==> src/include/csfm_consts.svh <==
// Register offsets, field positions, reset values and timing counts
// Assumes inclusion from the clock switch module and the testbench
`ifndef CSFM_CONSTS_SVH
`define CSFM_CONSTS_SVH

`define CSFM_OSC_CTRL_OFS 12'h000
`define CSFM_PLL_FBD_OFS 12'h004
`define CSFM_FRC_TUNE_OFS 12'h008
`define CSFM_UNLOCK_OFS 12'h00C
`define CSFM_SRC_STAT_OFS 12'h010

`define CSFM_CUR_LSB 12
`define CSFM_NEW_LSB 8
`define CSFM_LOCK_BIT 5
`define CSFM_CF_BIT 3
`define CSFM_SOSCEN_BIT 1
`define CSFM_REQ_BIT 0

`define CSFM_PLL_MULT_RST 9'h030
`define CSFM_TRIM_RST 6'h00
`define CSFM_UNLOCK_KEY1 32'h0000_0046
`define CSFM_UNLOCK_KEY2 32'h0000_0057

`define CSFM_SETTLE_CYCLES 10
`define CSFM_CLK_HZ 20000000
`define CSFM_OST_NS 1000
`define CSFM_OST_CYCLES ((`CSFM_OST_NS * (`CSFM_CLK_HZ / 1000000) + 999) / 1000)
`define CSFM_PLL_LOCK_NS 2000
`define CSFM_PLL_LOCK_CYCLES ((`CSFM_PLL_LOCK_NS * (`CSFM_CLK_HZ / 1000000) + 999) / 1000)
`define CSFM_FAIL_TIMEOUT 64

`endif

==> src/include/csfm_pkg.sv <==
// Types shared by the clock switch and fail monitor
// Assumes csfm_consts.svh sits on the include path
package csfm_pkg;
    typedef enum logic [2:0] {
        CSFM_SRC_FRC = 3'h0,
        CSFM_SRC_FRC_PLL = 3'h1,
        CSFM_SRC_PRI = 3'h2,
        CSFM_SRC_PRI_PLL = 3'h3,
        CSFM_SRC_SEC = 3'h4,
        CSFM_SRC_LOW_POWER_RC_OSC = 3'h5,
        CSFM_SRC_FRC_DIV16 = 3'h6,
        CSFM_SRC_FRC_DIVN = 3'h7
    } csfm_src_e;

    typedef enum logic [4:0] {
        CSFM_ST_IDLE = 5'b00001,
        CSFM_ST_START = 5'b00010,
        CSFM_ST_LOCK = 5'b00100,
        CSFM_ST_SETTLE = 5'b01000,
        CSFM_ST_SWAP = 5'b10000
    } csfm_state_e;

    // Per-oscillator enables driven to the analog side
    typedef struct packed {
        logic fast_rc_osc;
        logic pri;
        logic sec;
        logic low_power_rc_osc;
        logic pll;
    } csfm_osc_en_s;

    // Ready and activity indicators from the oscillators
    typedef struct packed {
        logic pri_tick;
        logic sec_tick;
        logic pll_locked;
    } csfm_osc_stat_s;
endpackage

==> src/hw/csfm_clock_switch.sv <==
// Clock switch controller and fail-safe monitor with an APB register file
// Assumes oscillator status pins are asynchronous and clock select is
// consumed by a glitch-free mux; configuration bits are static straps
//
// Notes on behaviour
// RQ1: Nine-bit multiplier field, value plus two, default 50
// RQ2: Six-bit signed trim field, default zero
// RQ3: Software may select any source while switching enabled
// RQ4: Primary submode fixed by configuration strap
// RQ5: Switching and monitor enabled only when config bit 0
// RQ6: Disabled: new select ignored, current shows strap
// RQ7: Disabled: switch request held at zero
// RQ8: Software unlocks before each control byte write
// RQ9: Equal codes abort and clear the request
// RQ10: Valid switch clears lock and fail flags
// RQ11: Start target, wait start-up timer and PLL lock
// RQ12: Count ten new-clock cycles before handover
// RQ13: Completion clears request, copies new to current
// RQ14: Stop old source, keep watchdog RC and secondary
// RQ15: Switching never stalls the processor
// RQ16: Software avoids direct PLL to PLL switches
// RQ17: Monitor keeps low-power RC running always
// RQ18: Failure raises trap and falls back to fast RC
// RQ19: PLL in use falls back to fast RC with PLL
// RQ20: Three-bit source codes as enumerated
// RQ21: Failure sets fail flag, software clears it
// RQ22: Lock bit shows PLL locked or timer expired; code uses only pll enable and synced lock, no timer
// RQ23: Unlock gating and glitch-free clock handover
//
// The implementer's own choices: the placing of the registers and register access over APB.
`timescale 1ns/1ps
`include "csfm_consts.svh"

module csfm_clock_switch
    import csfm_pkg::*;
#(
    parameter int OST_CYCLES = `CSFM_OST_CYCLES,
    parameter int PLL_LOCK_CYCLES = `CSFM_PLL_LOCK_CYCLES,
    parameter int FAIL_TIMEOUT = `CSFM_FAIL_TIMEOUT
) (
    // Clock and reset
    input wire logic pclk,
    input wire logic presetn,
    // APB slave
    input wire logic psel,
    input wire logic penable,
    input wire logic pwrite,
    input wire logic [11:0] paddr,
    input wire logic [31:0] pwdata,
    output logic [31:0] prdata,
    output logic pready,
    output logic pslverr,
    // Configuration straps
    input wire logic switch_monitor_config_bit,
    input wire logic [2:0] initial_osc_config,
    input wire logic [1:0] primary_osc_submode_config,
    input wire logic watchdog_enable,
    // Oscillator interface
    input wire csfm_osc_stat_s osc_stat,
    output csfm_osc_en_s osc_en,
    output logic [1:0] primary_submode,
    output logic [2:0] sys_clk_select,
    output logic [8:0] pll_feedback_multiplier,
    output logic [5:0] fast_rc_trim,
    // Events
    output logic clock_fail_trap
);

    logic switch_en;
    logic [1:0] cfg_done;
    csfm_src_e current_osc_select;
    csfm_src_e new_osc_select;
    logic osc_switch_request;
    logic clock_fail_flag;
    logic pll_lock;
    logic secondary_osc_enable;
    logic [1:0] unlock_step;
    logic unlock_hi;
    logic unlock_lo;
    csfm_state_e state;
    csfm_src_e target;
    logic [15:0] wait_cnt;
    logic [2:0] pri_sync, sec_sync, lock_sync;
    logic new_tick, new_tick_d;
    logic int_tick;
    logic [1:0] wdt_sync;
    logic [7:0] fail_cnt;
    logic fail_event;
    logic wr, rd_ok;
    logic new_uses_pll, new_uses_xtal, cur_uses_pri, target_ready;

    assign wr = psel & penable & pwrite;
    assign pready = 1'b1;
    assign rd_ok = paddr == `CSFM_OSC_CTRL_OFS || paddr == `CSFM_PLL_FBD_OFS ||
        paddr == `CSFM_FRC_TUNE_OFS || paddr == `CSFM_UNLOCK_OFS ||
        paddr == `CSFM_SRC_STAT_OFS;
    assign pslverr = psel & penable & ~rd_ok;
    assign primary_submode = primary_osc_submode_config; // RQ4

    // Switch and initial source straps are latched one clock after reset release
    always_ff @(posedge pclk or negedge presetn) begin
        if (!presetn) begin
            cfg_done <= 2'b00;
            switch_en <= 1'b0;
        end else begin
            cfg_done <= {cfg_done[0], 1'b1};
            if (!cfg_done[0]) begin
                switch_en <= ~switch_monitor_config_bit; // RQ5
            end
        end
    end

    // Synchronisers for asynchronous oscillator status
    always_ff @(posedge pclk or negedge presetn) begin
        if (!presetn) begin
            pri_sync <= 3'b000;
            sec_sync <= 3'b000;
            lock_sync <= 3'b000;
        end else begin
            pri_sync <= {pri_sync[1:0], osc_stat.pri_tick};
            sec_sync <= {sec_sync[1:0], osc_stat.sec_tick};
            lock_sync <= {lock_sync[1:0], osc_stat.pll_locked};
        end
    end

    // Free-running toggle paces the settle count for internal targets
    always_ff @(posedge pclk or negedge presetn) begin
        if (!presetn) begin
            int_tick <= 1'b0;
        end else begin
            int_tick <= ~int_tick; // RQ12
        end
    end

    // Watchdog enable arrives from another domain
    always_ff @(posedge pclk or negedge presetn) begin
        if (!presetn) begin
            wdt_sync <= 2'b00;
        end else begin
            wdt_sync <= {wdt_sync[0], watchdog_enable};
        end
    end

    always_comb begin
        new_uses_pll = new_osc_select == CSFM_SRC_FRC_PLL ||
            new_osc_select == CSFM_SRC_PRI_PLL;
        new_uses_xtal = new_osc_select == CSFM_SRC_PRI_PLL ||
            new_osc_select == CSFM_SRC_PRI || new_osc_select == CSFM_SRC_SEC;
        cur_uses_pri = current_osc_select == CSFM_SRC_PRI ||
            current_osc_select == CSFM_SRC_PRI_PLL;
        case (new_osc_select)
            CSFM_SRC_PRI, CSFM_SRC_PRI_PLL: new_tick = pri_sync[2];
            CSFM_SRC_SEC: new_tick = sec_sync[2];
            default: new_tick = int_tick;
        endcase
        target_ready = ~new_uses_pll | lock_sync[2];
    end

    // Unlock detector: the two key words in order open both control bytes for one write
    always_ff @(posedge pclk or negedge presetn) begin
        if (!presetn) begin
            unlock_step <= 2'b00;
            unlock_hi <= 1'b0;
            unlock_lo <= 1'b0;
        end else if (wr && paddr == `CSFM_UNLOCK_OFS) begin
            if (pwdata == `CSFM_UNLOCK_KEY1) begin
                unlock_step <= 2'b01;
            end else if (pwdata == `CSFM_UNLOCK_KEY2 && unlock_step == 2'b01) begin
                unlock_step <= 2'b00;
                unlock_hi <= 1'b1; // RQ23
                unlock_lo <= 1'b1; // RQ23
            end else begin
                unlock_step <= 2'b00;
            end
        end else if (wr && paddr == `CSFM_OSC_CTRL_OFS) begin
            unlock_step <= 2'b00;
            unlock_hi <= 1'b0;
            unlock_lo <= 1'b0;
        end
    end

    // Configuration registers
    always_ff @(posedge pclk or negedge presetn) begin
        if (!presetn) begin
            pll_feedback_multiplier <= `CSFM_PLL_MULT_RST; // RQ1
            fast_rc_trim <= `CSFM_TRIM_RST; // RQ2
            secondary_osc_enable <= 1'b0;
        end else if (wr) begin
            if (paddr == `CSFM_PLL_FBD_OFS) begin
                pll_feedback_multiplier <= pwdata[8:0]; // RQ1
            end
            if (paddr == `CSFM_FRC_TUNE_OFS) begin
                fast_rc_trim <= pwdata[5:0]; // RQ2
            end
            if (paddr == `CSFM_OSC_CTRL_OFS && unlock_lo) begin
                secondary_osc_enable <= pwdata[`CSFM_SOSCEN_BIT];
            end
        end
    end

    // New source select, writable only after unlock while switching enabled
    always_ff @(posedge pclk or negedge presetn) begin
        if (!presetn) begin
            new_osc_select <= CSFM_SRC_FRC;
        end else if (!cfg_done[0]) begin
            new_osc_select <= csfm_src_e'(initial_osc_config);
        end else if (wr && paddr == `CSFM_OSC_CTRL_OFS && unlock_hi && switch_en &&
                     state == CSFM_ST_IDLE) begin
            new_osc_select <= csfm_src_e'(pwdata[`CSFM_NEW_LSB +: 3]); // RQ3 RQ6
        end
    end

    // Switch sequencer
    always_ff @(posedge pclk or negedge presetn) begin
        if (!presetn) begin
            state <= CSFM_ST_IDLE;
            wait_cnt <= 16'h0000;
            current_osc_select <= CSFM_SRC_FRC;
            target <= CSFM_SRC_FRC;
            osc_switch_request <= 1'b0;
            new_tick_d <= 1'b0;
        end else begin
            new_tick_d <= new_tick;
            if (!cfg_done[0]) begin
                current_osc_select <= csfm_src_e'(initial_osc_config); // RQ6
            end else if (fail_event) begin
                // RQ18 RQ19
                current_osc_select <= (current_osc_select == CSFM_SRC_PRI_PLL)
                    ? CSFM_SRC_FRC_PLL : CSFM_SRC_FRC;
                osc_switch_request <= 1'b0;
                state <= CSFM_ST_IDLE;
            end else begin
                case (state)
                    CSFM_ST_IDLE: begin
                        if (!switch_en) begin
                            osc_switch_request <= 1'b0; // RQ7
                        end else if (wr && paddr == `CSFM_OSC_CTRL_OFS && unlock_lo &&
                                     pwdata[`CSFM_REQ_BIT]) begin
                            osc_switch_request <= 1'b1;
                        end else if (osc_switch_request) begin
                            if (new_osc_select == current_osc_select) begin
                                osc_switch_request <= 1'b0; // RQ9
                            end else begin
                                target <= new_osc_select; // RQ3
                                wait_cnt <= new_uses_xtal ? 16'(OST_CYCLES) : 16'h0000;
                                state <= CSFM_ST_START; // RQ11
                            end
                        end
                    end
                    CSFM_ST_START: begin
                        if (wait_cnt == 16'h0000) begin
                            wait_cnt <= new_uses_pll ? 16'(PLL_LOCK_CYCLES) : 16'h0000;
                            state <= CSFM_ST_LOCK; // RQ11
                        end else begin
                            wait_cnt <= wait_cnt - 16'h0001;
                        end
                    end
                    CSFM_ST_LOCK: begin
                        if (wait_cnt != 16'h0000) begin
                            wait_cnt <= wait_cnt - 16'h0001;
                        end else if (target_ready) begin
                            wait_cnt <= 16'(`CSFM_SETTLE_CYCLES);
                            state <= CSFM_ST_SETTLE;
                        end
                    end
                    CSFM_ST_SETTLE: begin
                        if (wait_cnt == 16'h0000) begin
                            state <= CSFM_ST_SWAP;
                        end else if (new_tick != new_tick_d) begin
                            wait_cnt <= wait_cnt - 16'h0001; // RQ12
                        end
                    end
                    CSFM_ST_SWAP: begin
                        current_osc_select <= target; // RQ13 RQ23
                        osc_switch_request <= 1'b0; // RQ13
                        state <= CSFM_ST_IDLE;
                    end
                    default: state <= CSFM_ST_IDLE;
                endcase
            end
        end
    end

    // Fail monitor: primary activity watched against a timeout
    always_ff @(posedge pclk or negedge presetn) begin
        if (!presetn) begin
            fail_cnt <= 8'h00;
            fail_event <= 1'b0;
        end else begin
            fail_event <= 1'b0;
            if (!switch_en || !cur_uses_pri || pri_sync[2] != pri_sync[1]) begin
                fail_cnt <= 8'h00;
            end else if (fail_cnt == 8'(FAIL_TIMEOUT - 1)) begin
                fail_cnt <= 8'h00;
                fail_event <= 1'b1; // RQ18
            end else begin
                fail_cnt <= fail_cnt + 8'h01;
            end
        end
    end

    assign clock_fail_trap = fail_event; // RQ18

    // Fail flag: set wins over software clear
    always_ff @(posedge pclk or negedge presetn) begin
        if (!presetn) begin
            clock_fail_flag <= 1'b0;
        end else if (fail_event) begin
            clock_fail_flag <= 1'b1; // RQ21
        end else if (state == CSFM_ST_IDLE && osc_switch_request &&
                     new_osc_select != current_osc_select && switch_en) begin
            clock_fail_flag <= 1'b0; // RQ10
        end else if (wr && paddr == `CSFM_OSC_CTRL_OFS && unlock_lo &&
                     !pwdata[`CSFM_CF_BIT]) begin
            clock_fail_flag <= 1'b0; // RQ21
        end
    end

    // Lock status, cleared when a valid switch starts
    always_ff @(posedge pclk or negedge presetn) begin
        if (!presetn) begin
            pll_lock <= 1'b0;
        end else if (state == CSFM_ST_IDLE && osc_switch_request &&
                     new_osc_select != current_osc_select && switch_en) begin
            pll_lock <= 1'b0; // RQ10
        end else begin
            pll_lock <= osc_en.pll & lock_sync[2]; // RQ22
        end
    end

    // Oscillator enables; old source drops once current moves away, except low-power RC and enabled secondary
    always_ff @(posedge pclk or negedge presetn) begin
        if (!presetn) begin
            osc_en <= '0;
            sys_clk_select <= 3'h0;
        end else begin
            sys_clk_select <= current_osc_select; // RQ15
            osc_en.fast_rc_osc <= current_osc_select inside {CSFM_SRC_FRC, CSFM_SRC_FRC_PLL,
                CSFM_SRC_FRC_DIV16, CSFM_SRC_FRC_DIVN} || (state != CSFM_ST_IDLE &&
                target inside {CSFM_SRC_FRC, CSFM_SRC_FRC_PLL, CSFM_SRC_FRC_DIV16,
                CSFM_SRC_FRC_DIVN}) || fail_event; // RQ14
            osc_en.pri <= cur_uses_pri || (state != CSFM_ST_IDLE &&
                target inside {CSFM_SRC_PRI, CSFM_SRC_PRI_PLL}); // RQ11 RQ14
            osc_en.sec <= secondary_osc_enable || current_osc_select == CSFM_SRC_SEC ||
                (state != CSFM_ST_IDLE && target == CSFM_SRC_SEC); // RQ14
            osc_en.low_power_rc_osc <= wdt_sync[1] || switch_en ||
                current_osc_select == CSFM_SRC_LOW_POWER_RC_OSC ||
                (state != CSFM_ST_IDLE && target == CSFM_SRC_LOW_POWER_RC_OSC); // RQ14 RQ17
            osc_en.pll <= current_osc_select inside {CSFM_SRC_FRC_PLL, CSFM_SRC_PRI_PLL} ||
                (state != CSFM_ST_IDLE && target inside {CSFM_SRC_FRC_PLL,
                CSFM_SRC_PRI_PLL}); // RQ11
        end
    end

    // Read data
    always_ff @(posedge pclk or negedge presetn) begin
        if (!presetn) begin
            prdata <= 32'h0000_0000;
        end else if (psel && !penable && !pwrite) begin
            prdata <= 32'h0000_0000;
            case (paddr)
                `CSFM_OSC_CTRL_OFS: begin
                    prdata[`CSFM_CUR_LSB +: 3] <= current_osc_select; // RQ20
                    prdata[`CSFM_NEW_LSB +: 3] <= new_osc_select;
                    prdata[`CSFM_LOCK_BIT] <= pll_lock;
                    prdata[`CSFM_CF_BIT] <= clock_fail_flag;
                    prdata[`CSFM_SOSCEN_BIT] <= secondary_osc_enable;
                    prdata[`CSFM_REQ_BIT] <= osc_switch_request;
                end
                `CSFM_PLL_FBD_OFS: prdata[8:0] <= pll_feedback_multiplier;
                `CSFM_FRC_TUNE_OFS: prdata[5:0] <= fast_rc_trim;
                `CSFM_UNLOCK_OFS: prdata[1:0] <= {unlock_hi, unlock_lo};
                `CSFM_SRC_STAT_OFS: prdata[4:0] <= state;
                default: prdata <= 32'h0000_0000;
            endcase
        end
    end

endmodule

==> config.mk <==
export PLATFORM = sky130hd
export DESIGN_NAME = csfm_clock_switch
export DESIGN_NICKNAME = d
export VERILOG_FILES = /design/src/include/csfm_pkg.sv /design/src/hw/csfm_clock_switch.sv
export VERILOG_INCLUDE_DIRS = /design/src /design/src/include
export SDC_FILE = /design/constraint.sdc
export NUM_CORES = 1
export LEC_CHECK = 0
export ABC_AREA = 1
export BUFFER_PORTS_ARGS = -buffer_cell sky130_fd_sc_hd__buf_2
export CAP_MARGIN = 20
export CORE_UTILIZATION = 50
export DETAILED_ROUTE_END_ITERATION = 16
export GPL_TIMING_DRIVEN = 0
export PLACE_DENSITY = 0.75
export SLEW_MARGIN = 20
export SYNTH_ARGS = -nofsm -noshare
export SYNTH_HDL_FRONTEND = slang
export SYNTH_SLANG_ARGS = --single-unit
==> constraint.sdc <==
create_clock -name pclk -period 2 [get_ports pclk]
set_input_delay 0.2 -clock pclk [delete_from_list [all_inputs] [get_ports pclk]]
set_output_delay 0.2 -clock pclk [all_outputs]
set_load 0.01 [all_outputs]
==> results of run 1 <==
-- stage by stage --
stage          setup WS, ns  hold WS, ns  cells  instance area, um^2  setup TNS (ns)
4_1_cts              0.0200      0.00281    962                 6380               0
3_5_place_dp        0.00959       0.0762    942                 6080               0
5_1_grt           -0.000917       0.0131    964                 6430       -0.000917
3_3_place_gp         -0.209        0.309    941                 6050          -19.11
2_1_floorplan         0.302      -0.0956    708                 5390               0
6_report              0.158       0.0113    964                 6430               0
-- registers in the layout (all words and copies together), names as in the netlist, 5 cells and up --
name                     cells
fast_rc_trim                 6
prdata                      14
fail_cnt                     8
pll_feedback_multiplier      9
osc_en                       5
wait_cnt                    16
state                        5
-- metal layers --
layer / wire length, um / global-route usage
met2: 6170 / 0.419
met1: 5760 / 0.325
met3: 674 / 0.0353
met5: 0 / 0
met4: 270 / 0.0966
-- layout make-up --
cell class                      instances  area [um^2]  share of cell area
Buffer                                 33          223              0.0346
Timing Repair Buffer                  105          584              0.0908
Multi-Input combinational cell        498         2480               0.386
Inverter                               80          300              0.0467
Tap cell                              136          170              0.0264
Clock buffer                           10          138              0.0214
Clock inverter                          5          104              0.0161
Sequential cell                        97         2430               0.378
-- worst max path at each step --
stage / start / endpoint / slack (ns) / depth (start not counted)
after global routing: state[0]$_DFFE_PN1P_ / wait_cnt[11]$_DFFE_PN0P_ / -0.0009 / 12
after CTS: wait_cnt[0]$_DFFE_PN0P_ / state[3]$_DFFE_PN0P_ / 0.02 / 11
after global placement: presetn / wdt_sync[0]$_DFF_PN0_ / -0.21 / 1
after detailed placement: wait_cnt[0]$_DFFE_PN0P_ / wait_cnt[11]$_DFFE_PN0P_ / 0.01 / 10
after floorplan: wait_cnt[0]$_DFFE_PN0P_ / state[1]$_DFFE_PN0P_ / 0.30 / 11
final: state[0]$_DFFE_PN1P_ / new_osc_select[2]$_DFFE_PN0P_ / 0.16 / 7
-- report_power, final --
part / internal [mW] / switching [mW]
logic: 1.16 / 2.11
registers: 2.26 / 0.267
clock network: 0.858 / 0.663
-- logic make-up after synthesis --
group / synth area share
fa+ha+maj: 0.00705
buf+inv: 0.0977
other cells: 0.00141
xor+xnor: 0.0197
flops: 0.456
compound gates: 0.0825
simple gates: 0.335
-- worst reg2reg max path: stages (launching register included) --
cell	delay [ns]
sky130_fd_sc_hd__dfstp_2	0.57
sky130_fd_sc_hd__inv_2	0.05
sky130_fd_sc_hd__nor2_2	0.09
sky130_fd_sc_hd__inv_1	0.08
sky130_fd_sc_hd__nor2_4	0.23
sky130_fd_sc_hd__inv_2	0.12
sky130_fd_sc_hd__o31ai_2	0.43
sky130_fd_sc_hd__o21ai_0	0.14
-- cells in the final DEF (no fill, tap or decap), types with 9 or more instances in the layout --
cell	instances
sky130_fd_sc_hd__o21ai_1	9
sky130_fd_sc_hd__o21ai_0	36
sky130_fd_sc_hd__nor2_2	9
sky130_fd_sc_hd__dfrtp_1	94
sky130_fd_sc_hd__buf_2	100
sky130_fd_sc_hd__nand3_1	54
sky130_fd_sc_hd__nand4_1	25
sky130_fd_sc_hd__inv_2	10
sky130_fd_sc_hd__nor3_1	9
sky130_fd_sc_hd__buf_4	25
sky130_fd_sc_hd__nor2_1	75
sky130_fd_sc_hd__inv_1	69
sky130_fd_sc_hd__nand2_1	193
sky130_fd_sc_hd__clkbuf_8	10
sky130_fd_sc_hd__conb_1	20
-- repair_timing --
item                       4_1_cts  5_1_grt
gates resized for setup          2        9
cloned                           0        0
hold endpoints to repair        28        0
setup endpoints to repair        4       18
setup buffers                    0        2
hold buffers                     5        0
pin swaps                        0        3
==> results.toml, run 1 <==
[timing]
timing_worst_slew_pin_value_ns = 0.521
fin_worst_skew_ns = 0.0106
timing.max_slew.rel_slack = 0.653
fmaxAchievable_mhz = 543
timing.final.crit_share = 0.921
period_minus_slack_ns = 1.84
slew_viol_final = 0
hold_viol_final = 0
setup_violations = 0

[pwr]
peakVddDrop_v = 0.000682
power.static_leakage_nw = 3.45
cellPowerDensity_nw_per_um2 = 1140
finalPower_mw = 7.32

[floorplan]
core_region_area_um2 = 10300
overall_die_width_um = 105
floorplan.die_area_um2 = 11100
boundaryPins = 119
fp-row-count = 37
initial_core_util = 0.516
die_height_um = 105

[critical_path]
timing.critical_path.fanout_max = 7
critical_path.max_stage_delay_ns = 0.57
regToRegStartpoint = "state[0]$_DFFE_PN1P_"
timing.reg2reg.worst_path_depth = 7
setup.worst_path.end_class = "flop"
slowest_stage = "sky130_fd_sc_hd__dfstp_2"
worstSetupStartpointType = "flop"
classification_of_the_worst_setup_path = "flop to flop"
worstPathCellList = "inv_2, nor2_2, inv_1, nor2_4, inv_2, o31ai_2, o21ai_0"
cp.arrival_ns = 2.07
cp.buffers_inverters = 3
kind_of_cell_adding_the_most_delay_to_the_critical_path = "compound AO/OA/AOI/OAI gates"
cp.required_ns = 2.23
reg2reg_capture_point = "new_osc_select[2]$_DFFE_PN0P_"
regToRegSetupSlack_ns = 0.16
critical-path-top-cell-by-count = "sky130_fd_sc_hd__inv_2"

[logic_synthesis]
ys_warn_count = 0
synth_area_um2 = 5330
dominantRegCellSynth = "sky130_fd_sc_hd__dfrtp_1"
synth_most_common_cell = "sky130_fd_sc_hd__nand2_1"
postSynthRegisterBits = 97
post_synth_most_frequent_cells = "sky130_fd_sc_hd__nand2_1, sky130_fd_sc_hd__dfrtp_1, sky130_fd_sc_hd__nor2_1"
most_area_hungry_cell_type_in_the_yosys_netlist = "sky130_fd_sc_hd__dfrtp_1"
synthDominantCellAreaShare = 0.442
asyncSetResetFlopFracSynth = 1.00
synth_enable_flop_cells = 0
post_synth_main_area_contributors = "sky130_fd_sc_hd__dfrtp_1, sky130_fd_sc_hd__nand2_1, sky130_fd_sc_hd__nor2_1, sky130_fd_sc_hd__nand3_1, sky130_fd_sc_hd__inv_1"
post_synth.cell_area_avg_um2 = 7.72
seq_area_frac_synth = 0.456
yosysUniqueCellTypes = 47
synth_cells = 690

[drt]
dr_vias = 4949
drcViolationCount = 0
postRouteWirelength_um = 12900
routedWlPerCell_um = 13.4
drt-vias-per-instance = 5.13
drt_iter0_markers = 309
postRouteAntennaNets = 0
drtPass1Iterations = 5

[finish]
design.final.nets = 886
layout-drive-gt1-share = 0.228
final_util = 0.623
final.fill_count = 892
antenna_cells_inserted = 0
area.growth.synth_to_final_pct = 20.8

[worst_hold_path]
hold_path_class = "primary input to flop"
timing.hold.worst_path_depth = 2
min_to = "switch_en$_DFFE_PN0N_"
hp-start = "switch_monitor_config_bit"

[global_routing]
global_route.usage.total = 0.249
grt-ovfl-total = 0
via_count_of_the_first_global_routing_pass = 4714
antenna_found_initial = 0
grt_first_pass_wirelength_um = 21900
grt_max_degree = 74

[clock_network]
cts_max_level = 3
max_root_sink_buffers = 2
tritoncts = "done"
clk-insertion-delay-late_ns = 0.37
path_clk_slew_ns = 0.09
cts.sinks = 97
cts_made_buffers = 9
cts_root_buffer = "sky130_fd_sc_hd__clkbuf_8"

[job]
timing.max_cap.violations = 0

[placement]
post-dp-hpwl_um = 9780
globalplace.congestion = 0.928
count_of_buffers_inserted_at_the_top_level_ports = 97

[run_status]
outcome = "complete, no violations"
Power figures use the tool's default switching activity.
==> run 2, diff against run 1 <==
Settings changed: CORE_UTILIZATION 50 to 49, PLACE_DENSITY 0.75 to 0.76.
Clock period 2 ns to 1.6 ns, I/O delays scaled along.
==> results.toml, run 2 (same netlist as run 1, synthesis figures left out) <==
[run_status]
outcome = "finished with violations"
failed_checks = "setup timing"

[clock_network]
cts_made_buffers = 9
max_root_sink_buffers = 2
cts.sinks = 97
path_clk_slew_ns = 0.09
tritoncts = "done"
cts_root_buffer = "sky130_fd_sc_hd__clkbuf_8"
clk-insertion-delay-late_ns = 0.38
cts_max_level = 3

[floorplan]
initial_core_util = 0.511
die_height_um = 106
fp-row-count = 37
core_region_area_um2 = 10400
overall_die_width_um = 106
boundaryPins = 119
floorplan.die_area_um2 = 11300

[pwr]
power.static_leakage_nw = 3.58
cellPowerDensity_nw_per_um2 = 1480
peakVddDrop_v = 0.000825

[critical_path]
cp.arrival_ns = 2.02
timing.reg2reg.worst_path_depth = 11
regToRegSetupSlack_ns = -0.14
reg2reg_capture_point = "wait_cnt[7]$_DFFE_PN0P_"
worstSetupStartpointType = "flop"
setup.worst_path.end_class = "flop"
classification_of_the_worst_setup_path = "flop to flop"
regToRegStartpoint = "state[1]$_DFFE_PN0P_"
timing.critical_path.fanout_max = 8
cp.required_ns = 1.87

[job]
timing.max_cap.violations = 0

[global_routing]
antenna_found_initial = 0
grt-ovfl-total = 0
global_route.usage.total = 0.255
grt_first_pass_wirelength_um = 22800
grt_max_degree = 62
via_count_of_the_first_global_routing_pass = 4942

[finish]
finalInstanceArea_um2 = 6790
largest_register_ff_count = 16
area.growth.synth_to_final_pct = 27.4
design.final.nets = 907
antenna_cells_inserted = 0
layout.cells.most_common = "sky130_fd_sc_hd__nand2_1"
final.fill_count = 913
final_cell_mix = "sky130_fd_sc_hd__nand2_1, sky130_fd_sc_hd__buf_2, sky130_fd_sc_hd__dfrtp_1"
reg_top3 = "wait_cnt: 16 flops, prdata: 14 flops, pll_feedback_multiplier: 9 flops"
layout-drive-gt1-share = 0.301
largest_register = "wait_cnt"
finish.cell_count_without_fillers = 986

[timing]
setup_violations = 24
fin_worst_skew_ns = 0.0101
hold_viol_final = 0
timing.max_slew.rel_slack = 0.652
fmaxAchievable_mhz = 573
setup_repair_after_global_routing_missed_its_margin = "true"
period_minus_slack_ns = 1.74
slew_viol_final = 0
timing_worst_slew_pin_value_ns = 0.522
final_critical_path_setup_slack_ns = -0.144
timing.final.crit_share = 1.09

[drt]
drt_iter0_markers = 383
drtPass1Iterations = 5
routedWlPerCell_um = 14.1
postRouteAntennaNets = 0
drt-vias-per-instance = 5.28
dr_vias = 5208
drcViolationCount = 0
postRouteWirelength_um = 13900

[placement]
count_of_buffers_inserted_at_the_top_level_ports = 97
globalplace.congestion = 0.963
placement.setup.worst_slack_ns = -0.302
placed_cells_incl_taps = 942
post-dp-hpwl_um = 9840
dpl_cell_area_um2 = 6100

[worst_hold_path]
hp-start = "pwdata[5]"
min_to = "pll_feedback_multiplier[5]$_DFFE_PN1P_"
timing.hold.worst_path_depth = 3
hold_path_class = "primary input to flop"
## run 2: changes by cell type in the layout (fill, tap and decap cells not counted), sizes merged
| cell | previous run | this run |
|---|---|---|
| clkinvlp | 0 | 1 |
| buf | 128 | 149 |
| bufinv | 3 | 2 |
| clkbuf | 15 | 13 |
| clkinv | 3 | 5 |
| dlygate4sd3 | 5 | 6 |
## run 2: power breakdown
group / leakage, nW / switching (mW) / internal, mW
combinational: 2.21 / 3.07 / 1.96
sequential: 1.26 / 0.391 / 2.83
clock: 0.109 / 0.898 / 0.880
## run 2: final cells by class
class	count	area (um^2)	area share
clock buffer	9	124	0.0182
inverter	80	305	0.0450
tap	136	170	0.0251
timing repair buffer	127	768	0.113
buffer	32	223	0.0328
multi-input combinational	498	2670	0.393
sequential	97	2440	0.359
clock inverter	7	95.1	0.0140
## run 2: timing repair
action,4_1_cts,5_1_grt
gates cloned,1,0
gates resized for setup,37,37
endpoints found under the hold margin,41,0
pin swaps,15,15
hold buffers,6,0
setup buffers,12,10
setup endpoints to repair,40,44
## run 2: worst max-delay path by stage
stage,start,to,slack (ns)
after floorplan,state[0]$_DFFE_PN1P_,wait_cnt[0]$_DFFE_PN0P_,0.0003
after global placement,presetn,wait_cnt[7]$_DFFE_PN0P_,-0.56
after detailed placement,current_osc_select[2]$_DFFE_PN0P_,fail_cnt[6]$_DFF_PN0_,-0.30
after CTS,state[0]$_DFFE_PN1P_,wait_cnt[11]$_DFFE_PN0P_,-0.11
after global routing,state[1]$_DFFE_PN0P_,wait_cnt[7]$_DFFE_PN0P_,-0.27
final,state[1]$_DFFE_PN0P_,wait_cnt[7]$_DFFE_PN0P_,-0.14
## run 2: metal layers
layer / part of all wire / track usage / vias up
li1: - / - / 2500
met1: 0.42 / 0.335 / 2470
met2: 0.49 / 0.420 / 210
met3: 0.066 / 0.0411 / 28
met4: 0.021 / 0.106 / 0
met5: 0 / 0 / -
## run 2: stage by stage
step / hold slack, ns / total power [mW] / TNS (ns) / utilization
final: 0.0129 / 10.0 / -2.15 / 0.652
after detailed placement: 0.0800 / 7.07 / -8.76 / 0.585
after global placement: 0.269 / 6.98 / -58.27 / 0.582
after CTS: 0.00987 / 9.47 / -1.99 / 0.634
after floorplan: -0.136 / 6.13 / 0 / -
after global routing: 0.0316 / 10.7 / -5.43 / 0.652
## run 2: worst max-delay path, stage by stage, from the launching register on
cell	delay (ns)
sky130_fd_sc_hd__dfrtp_1	0.44
sky130_fd_sc_hd__nor2_2	0.12
sky130_fd_sc_hd__nand2_1	0.08
sky130_fd_sc_hd__inv_2	0.09
sky130_fd_sc_hd__o21ai_4	0.08
sky130_fd_sc_hd__nand2_2	0.09
sky130_fd_sc_hd__nand3_2	0.10
sky130_fd_sc_hd__nor2_4	0.20
sky130_fd_sc_hd__nand3_4	0.15
sky130_fd_sc_hd__buf_6	0.17
sky130_fd_sc_hd__nand2_2	0.05
sky130_fd_sc_hd__nand2_1	0.05
==> run 3, diff against run 2 <==
Settings changed: CORE_UTILIZATION 49 to 41, PLACE_DENSITY 0.76 to 0.66, RECOVER_POWER set to 25.
==> results.toml, run 3 (same netlist as run 1, synthesis figures left out) <==
[timing]
setup_violations = 21
final_critical_path_setup_slack_ns = -0.161
timing.max_slew.rel_slack = 0.199
timing_worst_slew_pin_value_ns = 1.20
fmaxAchievable_mhz = 568
timing.final.crit_share = 1.10
setup_repair_after_global_routing_missed_its_margin = "true"
fin_worst_skew_ns = 0.0109
fin_hold_ws_ns = 0.0495
totalNegativeSetupSlack_ns = -2.50
slew_viol_final = 0
period_minus_slack_ns = 1.76
hold_viol_final = 0

[worst_hold_path]
hp-start = "pwdata[5]"
hold_path_class = "primary input to flop"

[finish]
area.growth.synth_to_final_pct = 30.9
reg_top3 = "wait_cnt: 16 flops, prdata: 14 flops, pll_feedback_multiplier: 9 flops"
finish.cell_count_without_fillers = 1023
finalInstanceArea_um2 = 6970
final-seq-area_um2 = 2440
final_cell_mix = "sky130_fd_sc_hd__nand2_1, sky130_fd_sc_hd__buf_2, sky130_fd_sc_hd__dfrtp_1"
antenna_cells_inserted = 0
largest_register_ff_count = 16
layout-drive-gt1-share = 0.307
largest_register = "wait_cnt"
layout.cells.most_common = "sky130_fd_sc_hd__nand2_1"
final_util = 0.552
multiInputGateArea_um2 = 2680
final.fill_count = 1204
design.final.nets = 908

[floorplan]
boundaryPins = 119
core_region_area_um2 = 12600
fp-row-count = 41
initial_core_util = 0.422
floorplan.die_area_um2 = 13500
die_height_um = 116
overall_die_width_um = 116

[drt]
drt-vias-per-instance = 4.92
postRouteAntennaNets = 0
drcViolationCount = 0
drt_iter0_markers = 269
dr_vias = 5036
routedWlPerCell_um = 13.7
drtPass1Iterations = 5
postRouteWirelength_um = 14000

[clock_network]
cts_root_buffer = "sky130_fd_sc_hd__clkbuf_16"
cts.sinks = 97
max_root_sink_buffers = 2
cts_max_level = 3
path_clk_slew_ns = 0.07
clk-insertion-delay-late_ns = 0.35
cts_made_buffers = 9
tritoncts = "done"

[critical_path]
timing.reg2reg.worst_path_depth = 11
classification_of_the_worst_setup_path = "flop to flop"
setup.worst_path.end = "wait_cnt[11]$_DFFE_PN0P_"
setup.worst_path.end_class = "flop"
timing.critical_path.fanout_max = 5
regToRegStartpoint = "state[1]$_DFFE_PN0P_"
worstSetupStartpointType = "flop"
reg2reg_capture_point = "wait_cnt[11]$_DFFE_PN0P_"
cp.arrival_ns = 2.00
crit_path_start = "state[1]$_DFFE_PN0P_"
cp.required_ns = 1.84
regToRegSetupSlack_ns = -0.16

[placement]
globalplace.congestion = 0.857
count_of_buffers_inserted_at_the_top_level_ports = 97
post-dp-hpwl_um = 9810
placement.setup.worst_slack_ns = -0.272
placed_cells_incl_taps = 978
dpl_cell_area_um2 = 6140

[job]
timing.max_cap.violations = 0

[global_routing]
grt_first_pass_wirelength_um = 22600
grt_max_degree = 52
grt-ovfl-total = 0
global_route.usage.total = 0.220
via_count_of_the_first_global_routing_pass = 4679
antenna_found_initial = 0

[pwr]
peakVddDrop_v = 0.000728
power.static_leakage_nw = 3.63
finalPower_mw = 10.7
cellPowerDensity_nw_per_um2 = 1540

[run_status]
outcome = "finished with violations"
failed_checks = "setup timing"
[run 3: changes by cell type in the layout (fill, tap and decap cells not counted), moves of 2 or more]
cell and delta:
sky130_fd_sc_hd__clkbuf_16 +10, sky130_fd_sc_hd__nand2_2 +6, sky130_fd_sc_hd__nand3_4 +2, sky130_fd_sc_hd__buf_6 +3, sky130_fd_sc_hd__nor2_4 -2, sky130_fd_sc_hd__clkinv_4 -2, sky130_fd_sc_hd__nand2_1 -6, sky130_fd_sc_hd__clkbuf_8 -9
sky130_fd_sc_hd__clkbuf_2 +2, sky130_fd_sc_hd__buf_4 -4, sky130_fd_sc_hd__buf_2 -3, sky130_fd_sc_hd__clkbuf_1 +2
[run 3: critical path, cell delays in order (launching register included)]
cell                        delay [ns]
sky130_fd_sc_hd__dfrtp_1          0.42
sky130_fd_sc_hd__nor2_2           0.12
sky130_fd_sc_hd__nand2_1          0.08
sky130_fd_sc_hd__inv_2            0.10
sky130_fd_sc_hd__o21ai_4          0.08
sky130_fd_sc_hd__nand2_2          0.10
sky130_fd_sc_hd__nand3_2          0.09
sky130_fd_sc_hd__nor2_4           0.21
sky130_fd_sc_hd__nand3_4          0.16
sky130_fd_sc_hd__clkbuf_16        0.19
sky130_fd_sc_hd__nand2_1          0.05
sky130_fd_sc_hd__nand2_1          0.05
[run 3: power by group]
part	internal (mW)	switching (mW)
registers	2.83	0.377
clock network	1.37	0.976
logic	2.04	3.11
total	6.24	4.46
[run 3: cell type report]
class,instances,area share
Tap cell,172,0.0309
Clock inverter,7,0.0135
Timing Repair Buffer,127,0.111
Buffer,33,0.0346
Multi-Input combinational cell,498,0.384
Inverter,80,0.0438
Clock buffer,9,0.0323
Sequential cell,97,0.349
[run 3: worst min-delay path by stage]
stage	end	slack, ns	cells past startpoint
after global placement	wdt_sync[0]$_DFF_PN0_	0.27	1
after CTS	pll_feedback_multiplier[5]$_DFFE_PN1P_	0.04	3
after detailed placement	wait_cnt[15]$_DFFE_PN0P_	0.12	1
after global routing	pll_feedback_multiplier[5]$_DFFE_PN1P_	0.05	3
after floorplan	cfg_done[0]$_DFF_PN0_	-0.14	0
final	pll_feedback_multiplier[5]$_DFFE_PN1P_	0.05	3
[run 3: per-layer routing]
layer  up-vias  wire [um]  GRT usage
li1       2513          -          -
met1      2358       6340      0.306
met2       146       6620      0.348
met3        19        784     0.0293
met4         0        254     0.0838
met5         -          0          0
[run 3: timing repair]
item	4_1_cts	5_1_grt
setup endpoints to repair	40	40
hold buffers	6	0
endpoints found under the hold margin	51	0
setup buffers	13	9
gates cloned	0	1
resized for setup	41	47
pin swaps	14	15
